$ cat src/uhc_cfg.svh
`ifndef UHC_CFG_SVH
`define UHC_CFG_SVH

// register map, byte addresses on the plain port
`define UHC_ADDR_CMD 8'h00
`define UHC_ADDR_STS 8'h04
`define UHC_ADDR_INTEN 8'h08
// command field positions
`define UHC_CMD_RUN 0
`define UHC_CMD_HCRST 1
`define UHC_CMD_FLS_LO 2
`define UHC_CMD_FLS_HI 3
`define UHC_CMD_PSE 4
`define UHC_CMD_ASE 5
`define UHC_CMD_DOORBELL 6
`define UHC_CMD_LRST 7
`define UHC_CMD_PCNT_LO 8
`define UHC_CMD_PCNT_HI 9
`define UHC_CMD_PARK 11
// status field positions
`define UHC_STS_HSE 4
`define UHC_STS_IAA 5
`define UHC_STS_HALT 12
`define UHC_STS_RECL 13
`define UHC_STS_PSS 14
`define UHC_STS_ASS 15
// interrupt enable bit for async advance
`define UHC_INTEN_IAA 5
// reset values
`define UHC_PCNT_RST 2'h3
`define UHC_PCNT_ZERO 2'h0
`define UHC_FLS_RST 2'h0
// timing: 16 micro-frames of 125 us at 100 ns per cycle
`define UHC_CLK_NS 100
`define UHC_UFRAME_NS 125000
`define UHC_UFRAME_CYC (`UHC_UFRAME_NS / `UHC_CLK_NS)
`define UHC_HALT_UFRAMES 16
// reset sequence length in clock cycles
`define UHC_RST_CYC 8'h10
// interrupt interval in micro-frames
`define UHC_INTTHR_UFR 5'h08

`endif

$ cat src/uhc_pkg.sv
package uhc_pkg;

    typedef enum logic [3:0] {
        UHC_HALTED = 4'b0001,
        UHC_RUNNING = 4'b0010,
        UHC_STOPPING = 4'b0100,
        UHC_RESETTING = 4'b1000
    } uhc_state_e;

    // schedule engine view of the controller
    typedef struct packed {
        logic run;
        logic async_en;
        logic periodic_en;
        logic park_en;
        logic [1:0] park_cnt;
        logic [1:0] frame_list_size;
        logic abort;
    } uhc_sched_ctl_s;

    typedef struct packed {
        logic txn_done;
        logic from_hs_qh;
        logic evicted;
        logic async_empty;
        logic async_nonempty;
        logic sys_err;
        logic idle;
    } uhc_sched_evt_s;

    typedef struct packed {
        uhc_state_e state;
        logic run;
        logic async_en;
        logic periodic_en;
        logic park_en;
        logic [1:0] park_cnt;
        logic [1:0] fls;
        logic doorbell;
        logic light_rst;
        logic iaa;
        logic hse;
        logic reclaim;
        logic async_sts;
        logic periodic_sts;
        logic iaa_en;
        logic [1:0] park_left;
        logic park_stay;
        logic [7:0] rst_cnt;
        logic [10:0] uf_cnt;
        logic [4:0] halt_uf;
        logic [4:0] thr_uf;
        logic irq;
        logic [31:0] rdata;
    } uhc_state_s;

endpackage : uhc_pkg

$ cat src/uhc_cmd_sts.sv
// The implementer's own choice: strobed register access.
`timescale 1ns/1ps
`include "uhc_cfg.svh"

// What this block does
// - park enable resets to one and is writable when park is advertised, else zero read-only
// - park count resets to three, writable when advertised, else zero read-only
// - at most park-count successive transactions from one high-speed queue head
// - light reset reads one until done, keeps ports out of reset
// - doorbell sets async-advance status after eviction and clears itself in the same cycle
// - async-advance raises interrupt at next threshold when its enable is set
// - async enable resets zero; one lets the async schedule be fetched
// - periodic enable resets zero; one lets the periodic schedule be fetched
// - frame list size resets 00b, writable only if programmable lists advertised
// - controller reset aborts transactions and reinitialises internal state
// - controller reset restores operational and port registers, hands ports back
// - device clears controller reset bit when done; writing zero cannot end it
// - run bit resets zero; after clearing, halt within 16 micro-frames
// - async status resets zero and follows the real async schedule state
// - periodic status resets zero and follows the real periodic schedule state
// - reclamation flag is read-only, resets zero, tracks async emptiness
// - halted resets one, zero while running, set once execution stopped
// - host system error sets status bit 4 and clears the run bit
module uhc_cmd_sts #(
    parameter bit PARK_CAP = 1'b1,
    parameter bit PROG_FLS = 1'b1,
    parameter bit LIGHT_RST_IMPL = 1'b1
) (
    input wire logic clk_in,
    input wire logic arst_n_in,
    input wire logic [7:0] addr_in,
    input wire logic [31:0] wdata_in,
    input wire logic wr_in,
    input wire logic rd_in,
    output logic [31:0] rdata_out,
    input wire uhc_pkg::uhc_sched_evt_s evt_in,
    output uhc_pkg::uhc_sched_ctl_s ctl_out,
    output logic port_reset_out,
    output logic irq_out
);
    import uhc_pkg::*;

    localparam logic [10:0] UF_LAST = 11'(`UHC_UFRAME_CYC - 1);
    localparam logic [4:0] HALT_UF = 5'(`UHC_HALT_UFRAMES);

    uhc_state_s s_q;
    uhc_state_s s_d;

    // write-one-to-clear helper shared by both sticky flags
    function automatic logic w1c(input logic cur, input logic set, input logic clr);
        w1c = set | (cur & ~clr);
    endfunction : w1c

    logic wr_cmd;
    logic wr_sts;
    logic wr_inen;
    logic uf_tick;

    assign wr_cmd = wr_in && (addr_in == `UHC_ADDR_CMD);
    assign wr_sts = wr_in && (addr_in == `UHC_ADDR_STS);
    assign wr_inen = wr_in && (addr_in == `UHC_ADDR_INTEN);
    assign uf_tick = (s_q.uf_cnt == UF_LAST);

    // ---------------------------------------------------------------
    // next state
    // ---------------------------------------------------------------
    always_comb
    begin
        s_d = s_q;
        s_d.uf_cnt = uf_tick ? 11'h000 : s_q.uf_cnt + 11'h001;
        // software writes to the command register
        if (wr_cmd)
        begin
            s_d.run = wdata_in[`UHC_CMD_RUN];
            s_d.async_en = wdata_in[`UHC_CMD_ASE];
            s_d.periodic_en = wdata_in[`UHC_CMD_PSE];
            if (PROG_FLS)
            begin
                s_d.fls = wdata_in[`UHC_CMD_FLS_HI:`UHC_CMD_FLS_LO];
            end
            if (PARK_CAP)
            begin
                s_d.park_en = wdata_in[`UHC_CMD_PARK];
                s_d.park_cnt = wdata_in[`UHC_CMD_PCNT_HI:`UHC_CMD_PCNT_LO];
            end
            // ring doorbell only by writing one
            if (wdata_in[`UHC_CMD_DOORBELL])
            begin
                s_d.doorbell = 1'b1;
            end
            if (LIGHT_RST_IMPL && wdata_in[`UHC_CMD_LRST])
            begin
                s_d.light_rst = 1'b1;
                s_d.state = UHC_RESETTING;
                s_d.rst_cnt = `UHC_RST_CYC;
            end
            // a zero write cannot end a running reset
            if (wdata_in[`UHC_CMD_HCRST])
            begin
                s_d.state = UHC_RESETTING;
                s_d.rst_cnt = `UHC_RST_CYC;
            end
        end
        if (wr_inen)
        begin
            s_d.iaa_en = wdata_in[`UHC_INTEN_IAA];
        end
        // eviction sets status, doorbell clears after it
        // clear by writing one, a new event wins
        s_d.iaa = w1c(s_q.iaa, s_q.doorbell && evt_in.evicted,
                      wr_sts && wdata_in[`UHC_STS_IAA]);
        if (s_q.doorbell && evt_in.evicted)
        begin
            s_d.doorbell = 1'b0;
        end
        // system error sets flag and stops the schedule
        s_d.hse = w1c(s_q.hse, evt_in.sys_err, wr_sts && wdata_in[`UHC_STS_HSE]);
        if (evt_in.sys_err)
        begin
            s_d.run = 1'b0;
        end
        if (evt_in.async_empty)
        begin
            s_d.reclaim = 1'b0;
        end
        else if (evt_in.async_nonempty)
        begin
            s_d.reclaim = 1'b1;
        end
        // park budget per high-speed queue head
        if (evt_in.txn_done && evt_in.from_hs_qh && s_q.park_en)
        begin
            if (s_q.park_left > 2'h1)
            begin
                s_d.park_left = s_q.park_left - 2'h1;
                s_d.park_stay = 1'b1;
            end
            else
            begin
                s_d.park_left = s_q.park_cnt;
                s_d.park_stay = 1'b0;
            end
        end
        else if (evt_in.txn_done)
        begin
            s_d.park_left = s_q.park_cnt;
            s_d.park_stay = s_q.park_en && (s_q.park_cnt > 2'h1);
        end
        // interrupt threshold ticks every eight micro-frames
        s_d.irq = 1'b0;
        if (uf_tick)
        begin
            if (s_q.thr_uf == `UHC_INTTHR_UFR - 5'h01)
            begin
                s_d.thr_uf = 5'h00;
                s_d.irq = s_q.iaa && s_q.iaa_en;
            end
            else
            begin
                s_d.thr_uf = s_q.thr_uf + 5'h01;
            end
        end
        // controller state machine
        case (s_q.state)
            UHC_HALTED:
            begin
                if (s_d.run && s_d.state == UHC_HALTED)
                begin
                    s_d.state = UHC_RUNNING;
                end
            end
            UHC_RUNNING:
            begin
                // schedule status follows enables while running
                s_d.async_sts = s_q.async_en;
                s_d.periodic_sts = s_q.periodic_en;
                if (!s_d.run && s_d.state == UHC_RUNNING)
                begin
                    s_d.state = UHC_STOPPING;
                    s_d.halt_uf = 5'h00;
                end
            end
            UHC_STOPPING:
            begin
                // pipeline drains, forced halt at the limit
                if (uf_tick)
                begin
                    s_d.halt_uf = s_q.halt_uf + 5'h01;
                end
                if (s_d.state == UHC_STOPPING &&
                    (evt_in.idle || s_q.halt_uf == HALT_UF - 5'h01))
                begin
                    s_d.state = UHC_HALTED;
                    s_d.async_sts = 1'b0;
                    s_d.periodic_sts = 1'b0;
                end
            end
            UHC_RESETTING:
            begin
                if (s_q.rst_cnt == 8'h00)
                begin
                    // internal state back to initial values
                    s_d.state = UHC_HALTED;
                    s_d.run = 1'b0;
                    s_d.async_en = 1'b0;
                    s_d.periodic_en = 1'b0;
                    s_d.park_en = PARK_CAP;
                    s_d.park_cnt = PARK_CAP ? `UHC_PCNT_RST : `UHC_PCNT_ZERO;
                    s_d.fls = `UHC_FLS_RST;
                    s_d.doorbell = 1'b0;
                    s_d.iaa = 1'b0;
                    s_d.hse = 1'b0;
                    s_d.reclaim = 1'b0;
                    s_d.async_sts = 1'b0;
                    s_d.periodic_sts = 1'b0;
                    s_d.iaa_en = 1'b0;
                    s_d.park_left = s_d.park_cnt;
                    s_d.park_stay = 1'b0;
                    s_d.light_rst = 1'b0;
                end
                else
                begin
                    s_d.rst_cnt = s_q.rst_cnt - 8'h01;
                    s_d.run = 1'b0;
                end
            end
            default:
            begin
                s_d.state = UHC_HALTED;
            end
        endcase
        // read data, valid in the cycle after the read strobe
        s_d.rdata = 32'h0000_0000;
        if (rd_in)
        begin
            case (addr_in)
                `UHC_ADDR_CMD:
                begin
                    s_d.rdata[`UHC_CMD_RUN] = s_q.run;
                    s_d.rdata[`UHC_CMD_HCRST] = (s_q.state == UHC_RESETTING) && !s_q.light_rst;
                    s_d.rdata[`UHC_CMD_FLS_HI:`UHC_CMD_FLS_LO] = s_q.fls;
                    s_d.rdata[`UHC_CMD_PSE] = s_q.periodic_en;
                    s_d.rdata[`UHC_CMD_ASE] = s_q.async_en;
                    s_d.rdata[`UHC_CMD_DOORBELL] = s_q.doorbell;
                    s_d.rdata[`UHC_CMD_LRST] = s_q.light_rst;
                    s_d.rdata[`UHC_CMD_PCNT_HI:`UHC_CMD_PCNT_LO] = s_q.park_cnt;
                    s_d.rdata[`UHC_CMD_PARK] = s_q.park_en;
                end
                `UHC_ADDR_STS:
                begin
                    s_d.rdata[`UHC_STS_HSE] = s_q.hse;
                    s_d.rdata[`UHC_STS_IAA] = s_q.iaa;
                    // halted only outside running and stopping
                    s_d.rdata[`UHC_STS_HALT] = (s_q.state == UHC_HALTED) ||
                                               (s_q.state == UHC_RESETTING);
                    s_d.rdata[`UHC_STS_RECL] = s_q.reclaim;
                    s_d.rdata[`UHC_STS_PSS] = s_q.periodic_sts;
                    s_d.rdata[`UHC_STS_ASS] = s_q.async_sts;
                end
                `UHC_ADDR_INTEN:
                begin
                    s_d.rdata[`UHC_INTEN_IAA] = s_q.iaa_en;
                end
                default:
                begin
                    s_d.rdata = 32'h0000_0000;
                end
            endcase
        end
    end

    // ---------------------------------------------------------------
    // state register
    // ---------------------------------------------------------------
    always_ff @(posedge clk_in or negedge arst_n_in)
    begin
        if (!arst_n_in)
        begin
            s_q <= '0;
            s_q.state <= UHC_HALTED;
            s_q.park_en <= PARK_CAP;
            s_q.park_cnt <= PARK_CAP ? `UHC_PCNT_RST : `UHC_PCNT_ZERO;
            s_q.park_left <= PARK_CAP ? `UHC_PCNT_RST : `UHC_PCNT_ZERO;
        end
        else
        begin
            s_q <= s_d;
        end
    end

    // outputs; run only reaches the engine while really executing
    assign rdata_out = s_q.rdata;
    assign irq_out = s_q.irq;
    // full reset also resets ports, light reset keeps them
    assign port_reset_out = (s_q.state == UHC_RESETTING) && !s_q.light_rst;
    assign ctl_out.run = (s_q.state == UHC_RUNNING);
    assign ctl_out.async_en = s_q.async_sts && s_q.state == UHC_RUNNING;
    assign ctl_out.periodic_en = s_q.periodic_sts && s_q.state == UHC_RUNNING;
    assign ctl_out.park_en = s_q.park_en && s_q.park_stay;
    assign ctl_out.park_cnt = s_q.park_cnt;
    assign ctl_out.frame_list_size = s_q.fls;
    assign ctl_out.abort = (s_q.state == UHC_RESETTING);
endmodule : uhc_cmd_sts

$ cat config.mk
export PLATFORM = sky130hd
export DESIGN_NAME = uhc_cmd_sts
export DESIGN_NICKNAME = d
export VERILOG_FILES = /design/src/uhc_pkg.sv /design/src/uhc_cmd_sts.sv
export VERILOG_INCLUDE_DIRS = /design/src /design/src/src
export SDC_FILE = /design/constraint.sdc
export NUM_CORES = 1
export LEC_CHECK = 0
export BUFFER_PORTS_ARGS = -buffer_cell sky130_fd_sc_hd__buf_2
export CORE_AREA = 2 2 84 86
export CTS_CLUSTER_DIAMETER = 120
export CTS_CLUSTER_SIZE = 28
export DETAILED_ROUTE_END_ITERATION = 6
export DIE_AREA = 0 0 86 88
export GPL_ROUTABILITY_DRIVEN = 0
export PLACE_DENSITY = 0.83
export SLEW_MARGIN = 20
export SYNTH_ARGS = -nofsm -noshare
export SYNTH_HDL_FRONTEND = slang
export SYNTH_SLANG_ARGS = --single-unit
$ cat constraint.sdc
create_clock -name clk_in -period 2 [get_ports clk_in]
set_input_delay 0.1 -clock clk_in [delete_from_list [all_inputs] [get_ports clk_in]]
set_output_delay 0.1 -clock clk_in [all_outputs]
set_load 0.03 [all_outputs]
==> results.toml, run 1 <==
[global_route]
overflow = 0
grt_usage_pct = 19.5
grt_max_degree = 35
grt_first_pass_wirelength_mm = 11.5
grt_pass1_vias = 2570
grt_antenna_before_repair = 0

[clock_tree]
cts-htree-levels = 3
tritoncts = "built"
cts_buffer_depth = 2
cts_buffers = 9
cts_root_buf = "clkbuf_8"
cts_sinks = 68
cts.clk_slew.worst_paths_ps = 70
cts_setup_buffers = 0
clock_latency_ps = 350

[timing]
timing.final.crit_share_pct = 96.0
min_period_ps = 1920
fin_ws_ps = 79.3
whs_ps = 10.1
setup_viol = 0
maxSlewViolCount = 0
fmaxAchievable_mhz = 521
fin_worst_skew_ps = 6.85
finalHoldViolations = 0

[critical_path]
cp_cell_sequence = "or4b_4, buf_4, nor2_1, buf_2"
rr_endpoint = "s_q[41]"
slowest_stage = "or4b_4"
cp_data_required_time_ps = 1900
arrival_ps = 1820
critPathMaxFanout = 7
critPathLaunchType = "register"
crit_path_end_kind = "output port"
cpPeakStageDelay_ps = 570
crit_start = "s_q[81]"
reg2reg_depth = 5
critPathKind = "reg -> out"
r2r_slack_ps = 190
worstSetupEndpoint = "port_reset_out"
r2r_start = "s_q[49]"

[die]
fp.dieArea_sq_um = 7570
num_rows = 30
die_w_microns = 86
start_util_pct = 52.2
die_h_microns = 88
io_pins = 94
core_sq_um = 6640

[place]
placed_cell_area_sq_um = 3720
post-place-ws_ps = 206
io_buffer_count = 55
hpwl_mm = 5.14

[status]
status = "completed"

[pwr]
ir_drop_uv = 338
powerDensity_nw_per_um2 = 796
power_mw = 3.20
p_leak_nw = 2.02

[synth]
ys_seq_area_share_pct = 49.3
yosysTopAreaCell = "dfrtp_1"
syn_inst = 356
synth_top_area_share_pct = 44.8
synth_edf_count = 0
ys.flop_type = "dfrtp_1"
netlist_area_sq_um = 3470
synth.distinct_cells = 50
synth_warnings = 0
async_flop_share_pct = 100
netlist_top_cells_area = "dfrtp_1 (45%), buf_4 (8.0%), dfstp_2 (4.5%), nor2_1 (4.5%), nand2_1 (3.0%)"
yosys_register_bits = 68
syn_avg_cell_area_sq_um = 9.74

[layout]
area_growth_pct = 15.8
layout.nets = 471
antenna_cells = 0
final_area_sq_um = 4020
n_fill_cell = 558
fin_util_pct = 60.4
drive_gt1_share_pct = 26.5

[drt]
avgRoutedWirePerCell_microns = 14.1
vias = 2676
drt_wl_total_mm = 7.05
routed_via_density = 5.36
drt_iter0_drc = 150
ant_nets = 0
drt_first_pass_iters = 4
remaining_drc_errors = 0

[min_path]
hold_path_class = "in -> reg"
holdPathStages = 3

[flow_run]
cap_violations = 0
report_power, final:
| group | internal, mW | switching [mW] | total [mW] |
|---|---|---|---|
| registers | 1.44 | 0.0569 | 1.50 |
| logic | 0.113 | 0.191 | 0.304 |
| clock network | 0.862 | 0.531 | 1.39 |
cells in the mapped netlist, types with 2 or more instances:
cell and number:
mux2_2 4, xnor2_1 11, a31o_2 2, and3_1 10
a21oi_1 15, ha_1 6, nand3_1 13, o21ai_1 5
a21o_1 2, buf_6 2, nor2b_1 6, inv_1 11
buf_4 37, o21ai_0 15, a22oi_1 2, a311o_1 2
nand2b_1 3, nand2_1 28, dfrtp_1 62, nor2_1 42
and4_1 3, o211ai_1 2, nor4b_1 3, xor2_1 3
nor3b_1 3, mux2i_1 3, dfstp_2 6, buf_2 6
nor3_1 10, and2_1 15, nand4_1 5
registers in the layout, summed over array words and instances (netlist names):
signal	count
s_q	48
ctl_out	4
rdata_out	15
irq_out	1
logic make-up (layout without fill, tap and decap cells):
kind of cell	after synthesis	count (layout)	share of synthesized area, %
and+or+nand+nor	152	152	23.1
DFF	68	68	49.3
buffers and inverters	57	104	10.8
AOI/OAI and AO/OA	51	51	8.74
xor gates and xnor gates	14	14	3.54
muxes	7	7	2.17
adders and majority gates	6	6	2.17
other	1	17	0.108
cells in the final DEF (no fill, tap or decap), types with 5 or more instances in the layout:
cell and instances:
nand2_1 28, nor2_1 42, xnor2_1 11, conb_1 17, dfstp_2 6, nor3_1 10
inv_1 11, buf_2 55, nor2b_1 6, a21oi_1 15, ha_1 6, o21ai_0 15
and3_1 10, and2_1 15, nand4_1 5, clkbuf_8 10, dfrtp_1 61, o21ai_1 5
buf_4 18, nand3_1 13
through the flow:
step | cells | TNS, ps
final | 499 | 0
after global routing | 499 | -2.50
after CTS | 499 | 0
after global placement | 480 | 0
after detailed placement | 480 | 0
after floorplan | 372 | 0
how the worst min path moves through the flow:
stage	from	end	slack [ps]
2_1_floorplan	arst_n_in	ctl_out[1]	-200
3_3_place_gp	arst_n_in	s_q[45]	50
3_5_place_dp	arst_n_in	s_q[45]	60
4_1_cts	wdata_in[5]	s_q[79]	3
5_1_grt	wdata_in[2]	ctl_out[1]	3
6_report	wdata_in[5]	s_q[79]	10
worst max-delay path, delay by kind of cell (launching register included):
family	cells	cell delay, ps
AND/OR/NAND/NOR	2	690
flip-flops	1	400
buffers and inverters	2	390
final cells by class:
class,count,area (sq um),area share (%)
flip-flops and latches,68,1710,42.6
multi-input cells,247,1450,36.2
repair buffers,77,460,11.5
clock buffers,10,138,3.43
clock inverters,6,111,2.77
well taps,80,100,2.49
inverters,11,41.3,1.03
layer usage:
layer	global-route usage, %	wire length [microns]
met1	24.5	3030
met2	32.1	3440
met3	3.96	441
met4	10.2	146
met5	0	0
repair_timing:
| item | CTS | global route |
|---|---|---|
| gates resized for setup | 0 | 3 |
| hold buffers | 3 | 0 |
| setup endpoints to repair | 0 | 4 |
| hold endpoints to repair | 17 | 0 |
(Power assumes the default switching activity.)
==> inputs of run 2 (changes only) <==
--- a/config.mk
+++ b/config.mk
@@ -14,7 +14,7 @@
 export DIE_AREA = 0 0 86 88
 export GPL_ROUTABILITY_DRIVEN = 0
 export PLACE_DENSITY = 0.83
-export SLEW_MARGIN = 20
+export RECOVER_POWER = 50
 export SYNTH_ARGS = -nofsm -noshare
 export SYNTH_HDL_FRONTEND = slang
 export SYNTH_SLANG_ARGS = --single-unit
==> run 2 against run 1 <==
Via count up 0.11%; clock skew hardly changed; first-iteration DRC count up 26%; sequential share of layout area rose by 0.17 points; highest routed layer unchanged.
==> results.toml, run 2 (synthesized netlist as in run 1, its figures left out) <==
[pwr]
pwr-share-clk_pct = 43.6
power_mw = 3.20
ir_drop_uv = 337
p_seq_share_pct = 46.9
powerDensity_nw_per_um2 = 800
p_sw_uw = 781
p_comb_share_pct = 9.5
p_leak_nw = 1.97
p_int_mw = 2.42
switching_share_pct = 24.4

[critical_path]
cp_data_required_time_ps = 1900
crit_path_end_kind = "output port"
critPathKind = "reg -> out"
critPathLaunchType = "register"
critPathMaxFanout = 7
crit_start = "s_q[81]"
r2r_start = "s_q[49]"
arrival_ps = 1820

[die]
start_util_pct = 52.2
core_sq_um = 6640
die_h_microns = 88
num_rows = 30
fp.dieArea_sq_um = 7570
die_w_microns = 86
io_pins = 94

[drt]
remaining_drc_errors = 0
avgRoutedWirePerCell_microns = 14.2
vias = 2679
ant_nets = 0
drt_iter0_drc = 189
routed_via_density = 5.37
drt_first_pass_iters = 4
drt_wl_total_mm = 7.06

[layout]
multi_input_area_sq_um = 1450
regArea_sq_um = 1710
layout.nets = 471
layout_commonest_cell = "dfrtp_1"
area_growth_pct = 15.4
fin_cells = 499
antenna_cells = 0
drive_gt1_share_pct = 23.9
layout_common_cells = "dfrtp_1 (61), buf_2 (44), nor2_1 (42)"
largest_reg_flops = 48
top_register = "s_q"
n_fill_cell = 563

[clock_tree]
cts_sinks = 68
cts-htree-levels = 3
cts_root_buf = "clkbuf_8"
cts_buffers = 9
cts_buffer_depth = 2
tritoncts = "built"
cts_setup_buffers = 0
clock_latency_ps = 350
cts.clk_slew.worst_paths_ps = 70

[global_route]
grt_usage_pct = 19.5
grt_first_pass_wirelength_mm = 11.5
grt_pass1_vias = 2570
overflow = 0
grt_max_degree = 35
grt_antenna_before_repair = 0

[timing]
timing.final.crit_share_pct = 96.1
maxSlewViolCount = 0
fin_ws_ps = 78.7
fmaxAchievable_mhz = 520
slew-limit-headroom_pct = 33.8
worst_slew_pin_slew_ps = 994
setup_viol = 0
finalHoldViolations = 0
fin_worst_skew_ps = 6.77
min_period_ps = 1920

[flow_run]
cap_violations = 0

[min_path]
hold_path_class = "in -> reg"
hp-start = "wdata_in[2]"

[place]
hpwl_mm = 5.14
post-place-ws_ps = 206
io_buffer_count = 55
dp.cells = 480

[status]
status = "completed"
==> run 2: cell types whose count changed in the layout (fill, tap and decap cells not counted) <==
cell | before | now
buf_4 | 18 | 17
clkbuf_2 | 0 | 1
buf_2 | 55 | 44
clkbuf_1 | 0 | 11
==> run 2: final timing paths <==
| kind | to | slack (ps) | cells past startpoint |
|---|---|---|---|
| min in group asynchronous | s_q[37] | 440 | 2 |
| worst max register to register | s_q[41] | 190 | 5 |
| max in group asynchronous | s_q[63] | 550 | 3 |
| worst min-delay path | ctl_out[1] | 8 | 3 |
| worst max-delay path | port_reset_out | 80 | 4 |
| worst min register to register | rdata_out[0] | 490 | 1 |
==> run 2: layer usage <==
metal | vias to the layer above | track usage (%) | wire, microns
met2 | 102 | 32.1 | 3450
met3 | 14 | 3.96 | 450
met5 | - | 0 | 0
met1 | 1284 | 24.5 | 3010
li1 | 1279 | - | -
met4 | 0 | 10.2 | 160
==> run 2: stage by stage <==
stage | hold WS, ps | instance area (sq um) | setup TNS, ps | utilization (%)
6_report | 8.40 | 4000 | 0 | 60.2
5_1_grt | 2.77 | 4000 | -2.50 | 60.2
4_1_cts | 2.86 | 4000 | 0 | 60.2
3_5_place_dp | 58.6 | 3720 | 0 | 56.0
3_3_place_gp | 49.1 | 3720 | 0 | 56.0
2_1_floorplan | -196 | 3530 | 0 | -
==> run 2: cell type report <==
| cell class | count | area share [%] |
|---|---|---|
| clock buffers | 10 | 3.44 |
| clock inverters | 6 | 2.78 |
| inverters | 11 | 1.03 |
| multi-input cells | 247 | 36.4 |
| flip-flops and latches | 68 | 42.8 |
| well taps | 80 | 2.50 |
| repair buffers | 77 | 11.1 |
==> run 2: timing repair <==
item                       CTS  global route
hold buffers                 3             0
resized for setup            0             3
hold endpoints to repair    17             0
setup endpoints to repair    0             4
==> run 2: power by group through the flow <==
stage	Sequential, mW	Clock, mW	Combinational, mW
detailed placement	1.52	0	0.295
finish	1.50	1.40	0.302
CTS	1.50	1.42	0.302
global placement	1.52	0	0.289
global route	1.51	1.48	0.342
floorplan	1.51	0	0.226
==> run 2: worst max-delay path, cell delays in order, from the launching register on <==
cell and delay [ps]:
dfstp_2 400, or4b_4 570, buf_4 170, nor2_1 120
buf_2 220
==> inputs of run 3 (changes only) <==
--- a/config.mk
+++ b/config.mk
@@ -13,6 +13,7 @@
 export DETAILED_ROUTE_END_ITERATION = 6
 export DIE_AREA = 0 0 86 88
 export GPL_ROUTABILITY_DRIVEN = 0
+export GPL_TIMING_DRIVEN = 0
 export PLACE_DENSITY = 0.83
 export RECOVER_POWER = 50
 export SYNTH_ARGS = -nofsm -noshare
==> run 3 against run 2 <==
Clock skew up 3.3 ps; global-route usage up 0.68 points; core utilization up 4.1 points; combinational power up 13%; cell area up 6.8%; setup slack worse by 30 ps; critical path depth up 4; largest cell class unchanged.
==> results.toml, run 3 (synthesized netlist as in run 1, its figures left out) <==
[die]
die_w_microns = 86
fp.dieArea_sq_um = 7570
num_rows = 30
io_pins = 94
start_util_pct = 52.2
die_h_microns = 88
core_sq_um = 6640

[clock_tree]
cts_sinks = 68
cts-htree-levels = 3
tritoncts = "built"
cts_buffer_depth = 2
cts_root_buf = "clkbuf_8"
cts.clk_slew.worst_paths_ps = 70
cts_buffers = 9
clock_latency_ps = 350

[drt]
drt_iter0_drc = 170
avgRoutedWirePerCell_microns = 13.7
drt_first_pass_iters = 4
ant_nets = 0
vias = 2740
drt_wl_total_mm = 7.31
remaining_drc_errors = 0
routed_via_density = 5.13

[status]
status = "completed"

[place]
io_buffer_count = 54
post-place-ws_ps = -177
hpwl_mm = 5.21

[pwr]
powerDensity_nw_per_um2 = 693
p_comb_share_pct = 11.5
p_leak_nw = 2.15
p_sw_uw = 772
p_int_mw = 2.19
pwr-share-clk_pct = 37.6
p_seq_share_pct = 50.9
ir_drop_uv = 284
switching_share_pct = 26.1

[flow_run]
cap_violations = 0

[timing]
fmaxAchievable_mhz = 513
setup_viol = 0
slew-limit-headroom_pct = 44.4
rsz0062_at_grt = "true"
timing.final.crit_share_pct = 97.5
setup_tns_ps = 0
maxSlewViolCount = 0
fin_worst_skew_ps = 10.1
worst_slew_pin_slew_ps = 835
min_period_ps = 1950
finalHoldViolations = 0
fin_ws_ps = 49.1

[global_route]
grt_first_pass_wirelength_mm = 11.9
grt_pass1_vias = 2595
grt_antenna_before_repair = 0
grt_max_degree = 69
overflow = 0
grt_usage_pct = 20.2

[layout]
layout.nets = 506
drive_gt1_share_pct = 30.8
layout_commonest_cell = "dfrtp_1"
area_growth_pct = 23.2
antenna_cells = 0
top_register = "s_q"
layout_common_cells = "dfrtp_1 (62), buf_2 (46), buf_4 (46)"
largest_reg_flops = 48

[min_path]
holdPathStages = 3
holdPathEnd = "s_q[77]"
hp-start = "wdata_in[11]"
hold_path_class = "in -> reg"

[critical_path]
r2r_slack_ps = 50
rr_endpoint = "s_q[59]"
critPathLaunchType = "register"
cp_data_required_time_ps = 2230
r2r_start = "s_q[82]"
critPathMaxFanout = 7
arrival_ps = 2180
crit_path_end_kind = "register"
reg2reg_depth = 8
critPathKind = "reg -> reg"
==> run 3: final cells by class <==
type | instances | area [sq um]
flip-flops and latches | 68 | 1710
fillers | 556 | 2370
inverters | 11 | 41.3
clock inverters | 5 | 52.6
clock buffers | 11 | 141
repair buffers | 67 | 377
multi-input cells | 247 | 1510
plain buffers | 45 | 338
well taps | 80 | 100
==> run 3: critical path, stage by stage, from the launching register on <==
cell and delay, ps:
dfrtp_1 380, buf_6 130, or4b_4 510, buf_6 150, a21o_1 170, and2_4 160
buf_6 130, o21ai_4 140, o21ai_2 60
==> run 3: worst max path at each step <==
stage | cells after the start | slack [ps] | startpoint | to
detailed placement | 7 | -180 | s_q[54] | s_q[65]
floorplan | 7 | 160 | s_q[82] | s_q[61]
CTS | 5 | 4 | s_q[82] | ctl_out[0]
global route | 8 | -8 | s_q[82] | s_q[59]
global placement | 6 | -120 | addr_in[1] | rdata_out[12]
finish | 8 | 50 | s_q[82] | s_q[59]
==> run 3: power by group through the flow <==
stage                     combinational, mW  clock, mW  sequential [mW]
final                                 0.340       1.11             1.51
after global placement                0.310          0             1.52
after detailed placement              0.323          0             1.52
after CTS                             0.334       1.14             1.50
after global routing                  0.379       1.19             1.52
after floorplan                       0.226          0             1.51
==> run 3: what timing repair did <==
item,in CTS,in global routing
pin swaps,0,0
setup buffers,2,5
endpoints found under the hold margin,67,0
gates cloned,0,0
hold buffers,6,0
endpoints found under the setup margin,15,22
gates resized for setup,1,18
==> run 3: per-stage QoR <==
step	power, mW	instances	cell area, sq um	util, %	hold WS (ps)
detailed placement	1.84	506	3900	58.7	256
global route	3.09	534	4270	64.3	52.3
global placement	1.83	506	3900	58.6	266
floorplan	1.73	372	3530	-	-196
finish	2.96	534	4270	64.3	27.8
CTS	2.97	530	4180	62.9	12.5
==> run 3: per-layer routing <==
| layer | up-vias | GRT usage [%] | wire length [microns] |
|---|---|---|---|
| met4 | 0 | 8.66 | 116 |
| met3 | 11 | 3.49 | 390 |
| met1 | 1305 | 25.0 | 3140 |
| met2 | 74 | 35.0 | 3660 |
| met5 | - | 0 | 0 |
| li1 | 1350 | - | - |
